### config.mk
export PLATFORM = sky130hd
export DESIGN_NAME = cld_decoder
export DESIGN_NICKNAME = d
export VERILOG_FILES = /design/src/pkg/cld_pkg.sv /design/src/cld_decoder.sv
export SDC_FILE = /design/constraint.sdc
export NUM_CORES = 2
export LEC_CHECK = 0
export BUFFER_PORTS_ARGS = -buffer_cell sky130_fd_sc_hd__buf_2
export CAP_MARGIN = 0
export CORE_AREA = 2 2 361 363
export DETAILED_ROUTE_END_ITERATION = 16
export DIE_AREA = 0 0 363 365
export PLACE_DENSITY = 0.72
export SLEW_MARGIN = 10
export SYNTH_ARGS = -nofsm -noshare
export SYNTH_HDL_FRONTEND = slang
export SYNTH_HIERARCHICAL = 1
export SYNTH_SLANG_ARGS = --single-unit
### constraint.sdc
create_clock -name clk -period 3.2 [get_ports clk]
set_input_delay 0.32 -clock clk [delete_from_list [all_inputs] [get_ports clk]]
set_output_delay 0.32 -clock clk [all_outputs]
set_load 0.05 [all_outputs]
### src/pkg/cld_pkg.sv
// ==========================================
// Shared constants and carriers
package cld_pkg;
   // Execution time of one instruction and its cycle count
   localparam int EXEC_NS = 38000;
   localparam int CLK_MHZ = 100;
   localparam int EXEC_CYC = (EXEC_NS * CLK_MHZ + 999) / 1000;
   localparam int CNT_W = 12;
   // Character RAM address map
   localparam logic [6:0] L1_LAST = 7'h4F;
   localparam logic [6:0] L2A_LAST = 7'h27;
   localparam logic [6:0] L2B_FIRST = 7'h40;
   localparam logic [6:0] L2B_LAST = 7'h67;
   localparam logic [6:0] L2_SPAN = 7'h28;
   localparam logic [6:0] PTR_ZERO = 7'h00;
   localparam int CHAR_DEPTH = 80;
   localparam int GLYPH_DEPTH = 64;
   // Instruction field positions and opcode prefixes
   localparam int FS_DL = 4;
   localparam int FS_N = 3;
   localparam int FS_F = 2;
   localparam int EM_INC = 1;
   localparam int SH_SC = 3;
   localparam int SH_RL = 2;
   localparam logic [1:0] OP_GLYPH = 2'h1;
   localparam logic [2:0] OP_FS = 3'h1;
   localparam logic [3:0] OP_SHIFT = 4'h1;
   localparam logic [5:0] OP_ENTRY = 6'h01;
   localparam logic [1:0] FS_LOCK_CNT = 2'h3;
   localparam logic [3:0] NIB_ZERO = 4'h0;
   // One host transfer after nibble pairing
   typedef struct packed {
      logic cmd_data_select;
      logic is_read;
      logic [7:0] data;
   } cld_word_t;
   typedef enum logic {EX_IDLE, EX_BUSY} cld_exec_t;
endpackage : cld_pkg

### src/cld_decoder.sv
`timescale 1ns/10ps
// ==========================================
// Word FIFO between bus pairing and executor
module cld_fifo
   import cld_pkg::*;
#(
   parameter int WIDTH = 10,
   parameter int DEPTH = 8
)(
   input wire logic clk, // Clock
   input wire logic rst_n, // Synced reset
   input wire logic [WIDTH-1:0] in_data, // Write word
   input wire logic in_valid, // Write request
   output logic in_ready, // Not full
   output logic [WIDTH-1:0] out_data, // Head word
   output logic out_valid, // Not empty
   input wire logic out_ready // Pop
);
   localparam int AW = $clog2(DEPTH);
   logic [WIDTH-1:0] mem [DEPTH];
   logic [AW-1:0] wr_reg, rd_reg;
   logic [AW:0] cnt_reg;
   wire push = in_valid && in_ready;
   wire pop = out_valid && out_ready;
   assign in_ready = cnt_reg != (AW+1)'(DEPTH);
   assign out_valid = cnt_reg != '0;
   assign out_data = mem[rd_reg];
   // Storage, no reset needed
   always_ff @(posedge clk)
   begin
      if (push)
         mem[wr_reg] <= in_data;
   end
   // Pointers wrap at DEPTH
   always_ff @(posedge clk or negedge rst_n)
   begin
      if (!rst_n)
      begin
         wr_reg <= '0;
         rd_reg <= '0;
         cnt_reg <= '0;
      end
      else
      begin
         if (push)
            wr_reg <= (wr_reg == AW'(DEPTH-1)) ? '0 : wr_reg + 1'b1;
         if (pop)
            rd_reg <= (rd_reg == AW'(DEPTH-1)) ? '0 : rd_reg + 1'b1;
         cnt_reg <= cnt_reg + (AW+1)'(push) - (AW+1)'(pop);
      end
   end
endmodule : cld_fifo

// ==========================================
// Instruction interpreter top
module cld_decoder
   import cld_pkg::*;
#(
   parameter int FIFO_DEPTH = 8
)(
   input wire logic clk, // 100 MHz clock
   input wire logic nrst, // Async reset, low
   input wire logic cmd_data_select, // Pin: high = data
   input wire logic rd_wr, // Pin: high = read
   input wire logic enable, // Pin: strobe
   input wire logic [7:0] bus_in, // Pin input level
   output logic [7:0] bus_out, // Pin drive value
   output logic bus_oe, // Pin drive enable
   output logic host_ready, // Low when FIFO full
   output logic busy_flag, // Internal work pending
   output logic bus_8bit, // Bus width setting
   output logic two_line, // Line count setting
   output logic tall_font, // Font height setting
   input wire logic [7:0] disp_code, // Display char code
   input wire logic [2:0] disp_row, // Display glyph row
   output logic [4:0] glyph_pixels, // Row pixels
   input wire logic [6:0] disp_addr, // Display pointer
   output logic [7:0] disp_char // Char RAM code
);
   // ==========================================
   // Functions
   function automatic logic [6:0] step_ptr(logic [6:0] p, logic up, logic gl, logic tl);
      logic [6:0] r;
      r = up ? p + 7'h01 : p - 7'h01;
      if (gl)
         r = {1'b0, r[5:0]};
      else if (!tl)
         r = (up && p == L1_LAST) ? PTR_ZERO : (!up && p == PTR_ZERO) ? L1_LAST : r;
      else if (up)
         r = (p == L2A_LAST) ? L2B_FIRST : (p == L2B_LAST) ? PTR_ZERO : r;
      else
         r = (p == L2B_FIRST) ? L2A_LAST : (p == PTR_ZERO) ? L2B_LAST : r;
      return r;
   endfunction : step_ptr

   // Gaps between and past the two lines map outside storage, so they read 0
   function automatic logic [6:0] char_idx(logic [6:0] p, logic tl);
      return !tl ? p : p[6] ? ((p <= L2B_LAST) ? p - L2B_FIRST + L2_SPAN : 7'(CHAR_DEPTH)) :
         ((p <= L2A_LAST) ? p : 7'(CHAR_DEPTH));
   endfunction : char_idx

   // ==========================================
   // Reset release and pin synchronisers
   logic rst_a_reg, rst_n;
   logic [10:0] pin_a_reg, pin_b_reg;
   logic e_d_reg;
   always_ff @(posedge clk or negedge nrst)
   begin
      if (!nrst)
         {rst_n, rst_a_reg} <= 2'h0;
      else
         {rst_n, rst_a_reg} <= {rst_a_reg, 1'b1};
   end
   always_ff @(posedge clk or negedge rst_n)
   begin
      if (!rst_n)
      begin
         pin_a_reg <= '0;
         pin_b_reg <= '0;
         e_d_reg <= 1'b0;
      end
      else
      begin
         pin_a_reg <= {cmd_data_select, rd_wr, enable, bus_in};
         pin_b_reg <= pin_a_reg;
         e_d_reg <= pin_b_reg[8];
      end
   end
   wire rs_s = pin_b_reg[10];
   wire rw_s = pin_b_reg[9];
   wire e_s = pin_b_reg[8];
   wire [7:0] d_s = pin_b_reg[7:0];
   wire e_fall = e_d_reg && !e_s;

   // ==========================================
   // Nibble pairing into host words
   logic phase_reg;
   logic [3:0] hi_reg;
   cld_word_t push_word, head;
   logic push_valid, head_valid, pop;
   wire last_half = bus_8bit || phase_reg;
   assign push_word = '{cmd_data_select: rs_s, is_read: rw_s,
      data: bus_8bit ? d_s : {hi_reg, d_s[7:4]}};
   // Status reads never queue, so polling cannot block
   assign push_valid = e_fall && last_half && (!rw_s || rs_s);
   always_ff @(posedge clk or negedge rst_n)
   begin
      if (!rst_n)
      begin
         phase_reg <= 1'b0;
         hi_reg <= NIB_ZERO;
      end
      else if (e_fall)
      begin
         phase_reg <= !last_half;
         if (!phase_reg)
            hi_reg <= d_s[7:4];
      end
   end

   cld_fifo #(.WIDTH($bits(cld_word_t)), .DEPTH(FIFO_DEPTH)) u_fifo (
      .clk(clk),
      .rst_n(rst_n),
      .in_data(push_word),
      .in_valid(push_valid),
      .in_ready(host_ready),
      .out_data(head),
      .out_valid(head_valid),
      .out_ready(pop)
   );

   // ==========================================
   // Executor state
   cld_exec_t st_reg;
   logic [CNT_W-1:0] cnt_reg;
   logic [6:0] ptr_reg;
   logic glyph_sel_reg, inc_reg, lock_reg, pf_load_reg;
   logic [1:0] fs_cnt_reg;
   logic [7:0] prefetch_reg;
   logic [7:0] char_mem [CHAR_DEPTH];
   logic [7:0] glyph_mem [GLYPH_DEPTH];

   assign pop = (st_reg == EX_IDLE) && head_valid;
   assign busy_flag = (st_reg == EX_BUSY) || head_valid;
   wire [7:0] hd = head.data;
   wire is_cmd = pop && !head.cmd_data_select && !head.is_read;
   wire is_wdat = pop && head.cmd_data_select && !head.is_read;
   wire is_rdat = pop && head.cmd_data_select && head.is_read;
   wire op_char = is_cmd && hd[7];
   wire op_glyph = is_cmd && hd[7:6] == OP_GLYPH;
   wire op_fs = is_cmd && hd[7:5] == OP_FS;
   wire op_shift = is_cmd && hd[7:4] == OP_SHIFT && !hd[SH_SC];
   wire op_entry = is_cmd && hd[7:2] == OP_ENTRY;
   // Settings fix on the first set that keeps the width once three earlier sets have passed
   wire fs_final = op_fs && fs_cnt_reg == FS_LOCK_CNT && hd[FS_DL] == bus_8bit;
   wire [6:0] ptr_step = step_ptr(ptr_reg, inc_reg, glyph_sel_reg, two_line);
   wire [6:0] shift_step = step_ptr(ptr_reg, hd[SH_RL], glyph_sel_reg, two_line);
   wire [6:0] cidx = char_idx(ptr_reg, two_line);
   wire c_ok = cidx < 7'(CHAR_DEPTH);
   wire [7:0] ram_rd = glyph_sel_reg ? glyph_mem[ptr_reg[5:0]] : (c_ok ? char_mem[cidx] : 8'h00);

   // Busy timer, one execution time per queued word
   always_ff @(posedge clk or negedge rst_n)
   begin
      if (!rst_n)
      begin
         st_reg <= EX_IDLE;
         cnt_reg <= '0;
      end
      else
         case (st_reg)
            EX_IDLE:
            begin
               if (pop)
               begin
                  st_reg <= EX_BUSY;
                  cnt_reg <= CNT_W'(EXEC_CYC - 1);
               end
            end
            EX_BUSY:
            begin
               cnt_reg <= cnt_reg - 1'b1;
               if (cnt_reg == '0)
                  st_reg <= EX_IDLE;
            end
            default: st_reg <= EX_IDLE;
         endcase
   end

   // Pointer, RAM select and settings
   always_ff @(posedge clk or negedge rst_n)
   begin
      if (!rst_n)
      begin
         ptr_reg <= PTR_ZERO;
         glyph_sel_reg <= 1'b0;
         inc_reg <= 1'b1;
         bus_8bit <= 1'b1;
         two_line <= 1'b0;
         tall_font <= 1'b0;
         lock_reg <= 1'b0;
         fs_cnt_reg <= 2'h0;
         pf_load_reg <= 1'b0;
      end
      else
      begin
         pf_load_reg <= op_char || op_glyph || is_rdat || (op_shift && !glyph_sel_reg);
         if (op_char)
         begin
            ptr_reg <= hd[6:0];
            glyph_sel_reg <= 1'b0;
         end
         else if (op_glyph)
         begin
            ptr_reg <= {1'b0, hd[5:0]};
            glyph_sel_reg <= 1'b1;
         end
         else if (is_wdat || is_rdat)
            ptr_reg <= ptr_step;
         else if (op_shift)
            ptr_reg <= shift_step;
         if (op_entry)
            inc_reg <= hd[EM_INC];
         if (op_fs)
         begin
            bus_8bit <= hd[FS_DL];
            if (fs_cnt_reg != FS_LOCK_CNT)
               fs_cnt_reg <= fs_cnt_reg + 2'h1;
         end
         if (op_fs && !lock_reg)
         begin
            two_line <= hd[FS_N];
            tall_font <= hd[FS_F];
         end
         if (fs_final)
            lock_reg <= 1'b1;
      end
   end

   // RAM writes; prefetch only refreshes on loads, not writes
   always_ff @(posedge clk)
   begin
      if (is_wdat && glyph_sel_reg)
         glyph_mem[ptr_reg[5:0]] <= hd;
      if (is_wdat && !glyph_sel_reg && c_ok)
         char_mem[cidx] <= hd;
      disp_char <= (char_idx(disp_addr, two_line) < 7'(CHAR_DEPTH)) ?
         char_mem[char_idx(disp_addr, two_line)] : 8'h00;
      glyph_pixels <= glyph_mem[{disp_code[2:0], disp_row}][4:0];
   end

   // Read register and bus drive
   wire [7:0] rd_byte = rs_s ? prefetch_reg : {busy_flag, ptr_reg};
   wire [7:0] rd_lane = bus_8bit ? rd_byte : phase_reg ? {rd_byte[3:0], NIB_ZERO} : {rd_byte[7:4], NIB_ZERO};
   always_ff @(posedge clk or negedge rst_n)
   begin
      if (!rst_n)
      begin
         prefetch_reg <= 8'h00;
         bus_out <= 8'h00;
         bus_oe <= 1'b0;
      end
      else
      begin
         if (pf_load_reg)
            prefetch_reg <= ram_rd;
         bus_out <= rd_lane;
         bus_oe <= e_s && rw_s;
      end
   end
endmodule : cld_decoder

Word level (Yosys, flattened, before mapping). Memories as Yosys holds them, arrays and structs flattened. A register that Yosys moved wholly into a read port is not among the register bits. Cells that the tools add are included.

Logic and storage cells: 169. Output and inout bits: 27. Memories kept: 3. Register bits after elaboration: 86. Bits in writable memories: 1232. Input bits: 31.

Memory list: char_mem (depth 80, bits a word 8, rd ports 2, clocked after Yosys merged registers in 1, write ports 1, RTL line cld_decoder.sv:180) `logic [7:0] char_mem [CHAR_DEPTH];`; glyph_mem (depth 64, bits a word 8, rd ports 2, clocked after Yosys merged registers in 1, write ports 1, RTL line cld_decoder.sv:181) `logic [7:0] glyph_mem [GLYPH_DEPTH];`; u_fifo.mem (depth 8, bits a word 10, rd ports 1, clocked after Yosys merged registers in 0, write ports 1, RTL line cld_decoder.sv:20) `logic [WIDTH-1:0] mem [DEPTH];`.

Bitwise gates (word level): 2. $add $sub $neg: 12. Muxes and demuxes: 53. Magnitude comparators: 6. Equal/unequal tests: 15. Reductions and logical operators: 54.

Operators by type and width (count): two-way mux 7 bit (32); two-way mux 8 bit (6); logical AND 1 bit (29); one-hot mux 12 bit (2 select lines) (1); == test 7 bit (second input constant) (3); adder 7 x 6 -> 7 bit (second input constant) (2); <= comparator 7 x 6 -> 1 bit (second input constant) (2); <= comparator 7 bit (second input constant) (2); < comparator 7 bit (second input constant) (2); subtractor 7 bit (second input constant) (2); zero test 12 bit (1); two-way mux 12 bit (1); subtractor 12 x 1 -> 12 bit (second input constant) (1); zero test 1 bit (11); two-way mux 1 bit (10); nonzero test 4 bit (2); adder 7 x 1 -> 7 bit (second input constant) (1); == test 7 x 6 -> 1 bit (second input constant) (1); zero test 7 bit (1); logical OR 1 bit (7); subtractor 7 x 1 -> 7 bit (second input constant) (1); adder 3 x 1 -> 3 bit (second input constant) (2); == test 3 bit (second input constant) (2); == test 6 x 1 -> 1 bit (second input constant) (1); 15 further kinds (19).

Logic depth before layout (Yosys ltp).
Depth in word-level cells: 11. Gate-level depth with buffers: 15. Mapped depth without buffers: 13.

Hierarchy. The synthesis kept the hierarchy.

Modules (own cells, without submodules): cld_decoder (seq. area each 36757.8 µm², times used 1, cells an instance 4020, area each 56544.2 µm²); cld_fifo (seq. area each 2652.5 µm², times used 1, cells an instance 171, area each 3686.0 µm²).

Worst setup path before layout. OpenSTA, ideal clock, no wires.

Path type: register -> register. Start point: register ptr_reg[3]. End point: memory char_mem[16][0], enable pin. Setup time: 0.371 ns. Clock period less this slack: 3.520 ns. Data arrival time: 3.149 ns. Buffers on the path: 4. Cell stages (with the launch flop): 12. Data required time: 2.829 ns. Slack: -0.320 ns. Cell sequence: dfrtp_1 -> buf_2 -> buf_1 -> clkinv_1 -> ha_1 -> nand3b_1 -> o221a_2 -> a21oi_2 -> buf_2 -> clkbuf_1 -> nand3_1 -> nor2_1.

Word-level cells in the longest chain between the ends: 9. Elaborated cells between the ends (all ways): 12. Those cells by class: add/sub (2); order compare (3); mux (6); reduce/logical (1).

RTL lines: start: declaration (RTL line cld_decoder.sv:176) `logic [6:0] ptr_reg;`; start signal: assignment (RTL line cld_decoder.sv:250) `ptr_reg <= hd[6:0];`; start signal: assignment (RTL line cld_decoder.sv:255) `ptr_reg <= {1'b0, hd[5:0]};`; start signal: assignment (RTL line cld_decoder.sv:259) `ptr_reg <= ptr_step;`; subtractor 7 bit (RTL line cld_decoder.sv:98) `return !tl ? p : p[6] ? ((p <= L2B_LAST) ? p - L2B_FIRST + L2_SPAN : 7'(CHAR_DEPTH)) :`; adder 7 x 6 -> 7 bit (RTL line cld_decoder.sv:98); two-way mux 7 bit (2 in a row) (RTL line cld_decoder.sv:98); two-way mux 7 bit (*) (RTL line cld_decoder.sv:98); < comparator 7 bit (RTL line cld_decoder.sv:199) `wire c_ok = cidx < 7'(CHAR_DEPTH);`; logical AND 1 bit (RTL line cld_decoder.sv:285) `if (is_wdat && !glyph_sel_reg && c_ok)`; two-way mux 1 bit (RTL line cld_decoder.sv:285); two-way mux 1 bit (not written as such) (RTL line cld_decoder.sv:286) `char_mem[cidx] <= hd;`; end: declaration (RTL line cld_decoder.sv:180).

Every way passes the cells marked *; elsewhere a longest branch is shown, timed or not.

Worst setup path after layout.
Start point: register ptr_reg[0]. End point: register prefetch_reg[0].

Word-level cells in the longest chain between the ends: 8. Elaborated cells between the ends (all ways): 13. Those cells by class: add/sub (2); order compare (3); mux (6); memory (2).

RTL lines: subtractor 7 bit (RTL line cld_decoder.sv:98); adder 7 x 6 -> 7 bit (RTL line cld_decoder.sv:98); two-way mux 7 bit (3 in a row) (RTL line cld_decoder.sv:98); memory read (80 x 8 bit) or < comparator 7 bit (tied branches); two-way mux 8 bit (RTL line cld_decoder.sv:200) `wire [7:0] ram_rd = glyph_sel_reg ? glyph_mem[ptr_reg[5:0]] : (c_ok ? char_mem[cidx] : 8'h00);`; two-way mux 8 bit (*) (RTL line cld_decoder.sv:200); end signal: assignment (RTL line cld_decoder.sv:306) `prefetch_reg <= ram_rd;`; end: declaration (RTL line cld_decoder.sv:179) `logic [7:0] prefetch_reg;`.

Marks and branches as above. A chain may end at the register's enable or synchronous reset.

==> impl_metrics.xml <==
<?xml version="1.0" encoding="UTF-8"?>
<metrics>
  <group name="status">
    <metric name="run_status" unit="">finished, violations left</metric>
    <metric name="failed_checks" unit="">setup timing</metric>
  </group>
  <group name="worst_hold_path">
    <metric name="min_path_type" unit="">input port to register</metric>
  </group>
  <group name="global_routing">
    <metric name="grt_pass1_wl" unit="µm">302000</metric>
    <metric name="grt_start_max_net_pins" unit="">149</metric>
    <metric name="grt_antenna_before_repair" unit="">11</metric>
    <metric name="grt-ovfl-total" unit="">0</metric>
    <metric name="track_usage" unit="">0.315</metric>
    <metric name="first_global_vias" unit="">43300</metric>
  </group>
  <group name="synthesis">
    <metric name="synth_edf_count" unit="">1232</metric>
    <metric name="mappedNetlistArea" unit="mm²">0.0602</metric>
    <metric name="synth_async_sr_flop_share" unit="">0.0646</metric>
    <metric name="average_cell_area_after_synthesis" unit="µm²">14.4</metric>
    <metric name="synth_seq_area_share" unit="">0.654</metric>
    <metric name="yosysTopAreaCell" unit="">edfxtp_1</metric>
    <metric name="synthTopCellsByArea" unit="">edfxtp_1 (61%), mux4_2 (4.7%), mux2i_1 (4.7%)</metric>
    <metric name="synth.net_count" unit="">4243</metric>
    <metric name="total_of_flip_flops_plus_latches_after_synthesis" unit="">1331</metric>
    <metric name="ys_warn_count" unit="">6</metric>
    <metric name="yosysTopAreaCellShare" unit="">0.614</metric>
    <metric name="syn-instance-count" unit="">4191</metric>
    <metric name="postSynth.topFlopCell" unit="">edfxtp_1</metric>
    <metric name="synth.lib_cells_used.distinct" unit="">92</metric>
  </group>
  <group name="critical_path">
    <metric name="critPathLaunchType" unit="">register</metric>
    <metric name="crit_end" unit="">prefetch_reg[0]$_DFFE_PN0P_</metric>
    <metric name="cp-startpoint" unit="">ptr_reg[0]$_DFFE_PN0P_</metric>
    <metric name="arrival" unit="ns">3.93</metric>
    <metric name="crit-reg2reg-capture" unit="">prefetch_reg[0]$_DFFE_PN0P_</metric>
    <metric name="timing.critical_path.to_type" unit="">register</metric>
    <metric name="r2r_setup_slack" unit="ns">-0.008</metric>
    <metric name="number_of_cells_on_the_worst_reg_to_reg_path" unit="">13</metric>
    <metric name="timing_worst_setup_path_type" unit="">register to register</metric>
    <metric name="critical_path_required" unit="ns">3.92</metric>
    <metric name="regToRegStartpoint" unit="">ptr_reg[0]$_DFFE_PN0P_</metric>
    <metric name="critPathMaxFanout" unit="">16</metric>
  </group>
  <group name="layout">
    <metric name="area.growth.synth_to_final" unit="%">23.2</metric>
    <metric name="n_fill_cell" unit="">9687</metric>
    <metric name="post_layout_nonfiller_instances" unit="">6594</metric>
    <metric name="regMostFlops" unit="">char_mem</metric>
    <metric name="max_ffs_per_register" unit="">640</metric>
    <metric name="postLayoutCellArea" unit="mm²">0.0742</metric>
    <metric name="nets" unit="">4857</metric>
    <metric name="layout-drive-gt1-share" unit="">0.294</metric>
  </group>
  <group name="route">
    <metric name="detailroute.via_count" unit="">44600</metric>
    <metric name="initialDrtViolationCount" unit="">7022</metric>
    <metric name="drcViolationCount" unit="">0</metric>
    <metric name="routedWlPerCell" unit="µm">32.1</metric>
    <metric name="wirelength" unit="µm">211000</metric>
    <metric name="detail_route.vias_per_cell" unit="">6.77</metric>
    <metric name="ant_nets" unit="">0</metric>
    <metric name="drt-pass1-iter-count" unit="">6</metric>
  </group>
  <group name="sta">
    <metric name="layout_worst_path_cycle_share" unit="">1.00</metric>
    <metric name="tightestPinTransition" unit="ns">1.07</metric>
    <metric name="final_max_slew_viol_count" unit="">0</metric>
    <metric name="worst_hold_slack" unit="ns">0.0547</metric>
    <metric name="final_report_hold_violation_count" unit="">0</metric>
    <metric name="setup-tns-final" unit="ns">-0.00791</metric>
    <metric name="final.setup_skew" unit="ns">0.0278</metric>
    <metric name="post-route-worst-setup-slack" unit="ns">-0.00791</metric>
    <metric name="timing.slew.headroom" unit="">0.289</metric>
    <metric name="post-route-min-period" unit="ns">3.21</metric>
    <metric name="setup_repair_after_global_routing_missed_its_margin" unit="">true</metric>
    <metric name="fmaxAchievable" unit="MHz">312</metric>
    <metric name="final-setup-viol-count" unit="">1</metric>
  </group>
  <group name="place">
    <metric name="post-place-cells" unit="">6297</metric>
    <metric name="buffer_ports.inserted" unit="">52</metric>
    <metric name="replace_congestion" unit="">1.01</metric>
    <metric name="dp_hpwl" unit="µm">140000</metric>
    <metric name="placedInstanceArea" unit="mm²">0.0679</metric>
  </group>
  <group name="clock_network">
    <metric name="clk_buf_depth" unit="">3</metric>
    <metric name="tritoncts" unit="">done</metric>
    <metric name="clock_latency" unit="ns">0.80</metric>
    <metric name="clock_sinks" unit="">1331</metric>
    <metric name="tritoncts.num_buffers" unit="">138</metric>
    <metric name="cts-root-buf" unit="">clkbuf_16</metric>
    <metric name="clkTransAtPathRegs" unit="ns">0.06</metric>
    <metric name="cts_max_level" unit="">4</metric>
  </group>
  <group name="die">
    <metric name="fp-row-count" unit="">132</metric>
    <metric name="die_area" unit="mm²">0.132</metric>
    <metric name="ioPinCount" unit="">58</metric>
    <metric name="floorplan.die.height" unit="µm">365</metric>
    <metric name="core_area" unit="mm²">0.129</metric>
    <metric name="initial_core_util" unit="">0.468</metric>
    <metric name="die-width" unit="µm">363</metric>
  </group>
  <group name="power">
    <metric name="leakage" unit="nW">25.7</metric>
    <metric name="pwr_density_cell" unit="mW/mm²">840</metric>
    <metric name="vdd_drop_max" unit="mV">0.660</metric>
  </group>
  <group name="run">
    <metric name="cap_viol_max_count" unit="">0</metric>
  </group>
</metrics>
## layout make-up
cell class	instances	area [µm²]	share of cell area
multi-input cells	2504	20600	0.277
inverters	33	125	0.00169
well taps	1675	2100	0.0282
diodes	4	10.0	0.000135
flip-flops and latches	1331	39400	0.531
repair buffers	797	7300	0.0984
clock buffers	166	3670	0.0495
clock inverters	84	986	0.0133
## worst max-delay path, cell delays in order (launching register included)
cell and delay (ns):
dfrtp_4 0.52, ha_4 0.18, nor4bb_4 0.16, buf_4 0.15, a211o_4 0.34, nand2_8 0.14
buf_12 0.19, buf_4 0.16, a221oi_1 0.08, a221oi_2 0.33, a21oi_1 0.14, buf_4 0.16
nor4_4 0.33, a31o_2 0.23
## synthesized netlist by cell type, drive strengths merged (9+ instances only)
cell type  count
mux2i        283
nand3b        10
a32oi          9
o22ai         85
dfxtp         13
o221ai        67
clkbuf       184
edfxtp      1232
o221a         14
and3          35
a31oi         77
nor2b         11
o211ai        50
inv           31
mux2          85
a21oi        180
nand2        277
a22oi        148
nand3         98
a22o          36
a221oi       118
o22a           9
a221o         27
nand4         20
dfrtp         84
nand2b        20
nor3          47
buf          139
and2          18
a41oi         11
nor4          24
a311oi        20
mux4         146
ha            20
a211oi        45
o21ai         76
nor2         306
## stage by stage
| step | power, mW | worst slack, ns | util |
|---|---|---|---|
| 3_3_place_gp | 43.1 | -0.668 | 0.528 |
| 6_report | 62.3 | -0.00791 | 0.577 |
| 2_1_floorplan | 32.7 | -0.101 | - |
| 4_1_cts | 60.8 | -0.0120 | 0.571 |
| 5_1_grt | 63.7 | -0.0245 | 0.577 |
| 3_5_place_dp | 43.4 | -0.701 | 0.528 |
## logic make-up after synthesis
| group | Yosys count | synth area share |
|---|---|---|
| AOI/OAI and AO/OA | 1061 | 0.128 |
| buffers and inverters | 356 | 0.0252 |
| DFF | 1331 | 0.654 |
| other | 1 | 0.0000623 |
| xor gates and xnor gates | 10 | 0.00145 |
| adders and majority gates | 21 | 0.00449 |
| and+or+nand+nor | 897 | 0.0676 |
| muxes | 514 | 0.119 |
## worst min path at each step
stage	startpoint	to	slack, ns	cells after the start
5_1_grt	disp_code[1]	glyph_pixels[3]$_DFF_P_	0.06	2
4_1_cts	disp_code[1]	glyph_pixels[1]$_DFF_P_	0.04	2
3_3_place_gp	nrst	rst_a_reg$_DFF_PN0_	0.11	1
3_5_place_dp	nrst	rst_a_reg$_DFF_PN0_	0.11	1
2_1_floorplan	nrst	rst_a_reg$_DFF_PN0_	0.02	0
6_report	disp_code[1]	glyph_pixels[3]$_DFF_P_	0.05	2
## timing repair
item | in CTS | in global routing
pin swaps | 21 | 26
endpoints found under the setup margin | 663 | 688
gates resized for setup | 113 | 109
hold endpoints to repair | 18 | 0
setup buffers | 13 | 12
cloned | 2 | 4
hold buffers | 14 | 0
## report_power, final
part           total (mW)  switching, mW  internal, mW
Sequential           22.0          0.399          21.6
Combinational        23.6           15.2          8.47
Clock                16.6           7.01          9.64
## metal layers
metal	vias to the layer above	track usage	wire [µm]
li1	18300	-	-
met1	22200	0.421	76800
met2	3470	0.478	94200
met3	668	0.0898	29200
met4	6	0.145	11200
met5	-	0	34
## cells in the final DEF, fill, tap and decap left out, types with 76 or more instances in the layout
cell type	netlist	final
a21oi_1	179	176
a221oi_1	117	84
a22oi_1	148	148
buf_12	0	94
buf_4	6	609
clkbuf_16	0	145
dfrtp_1	84	78
edfxtp_1	1232	1232
mux2_2	85	76
mux2i_1	283	282
mux4_2	127	127
nand2_1	274	252
nand3_1	98	92
nor2_1	305	258
o22ai_1	85	82
Power figures use the tool's default switching activity.
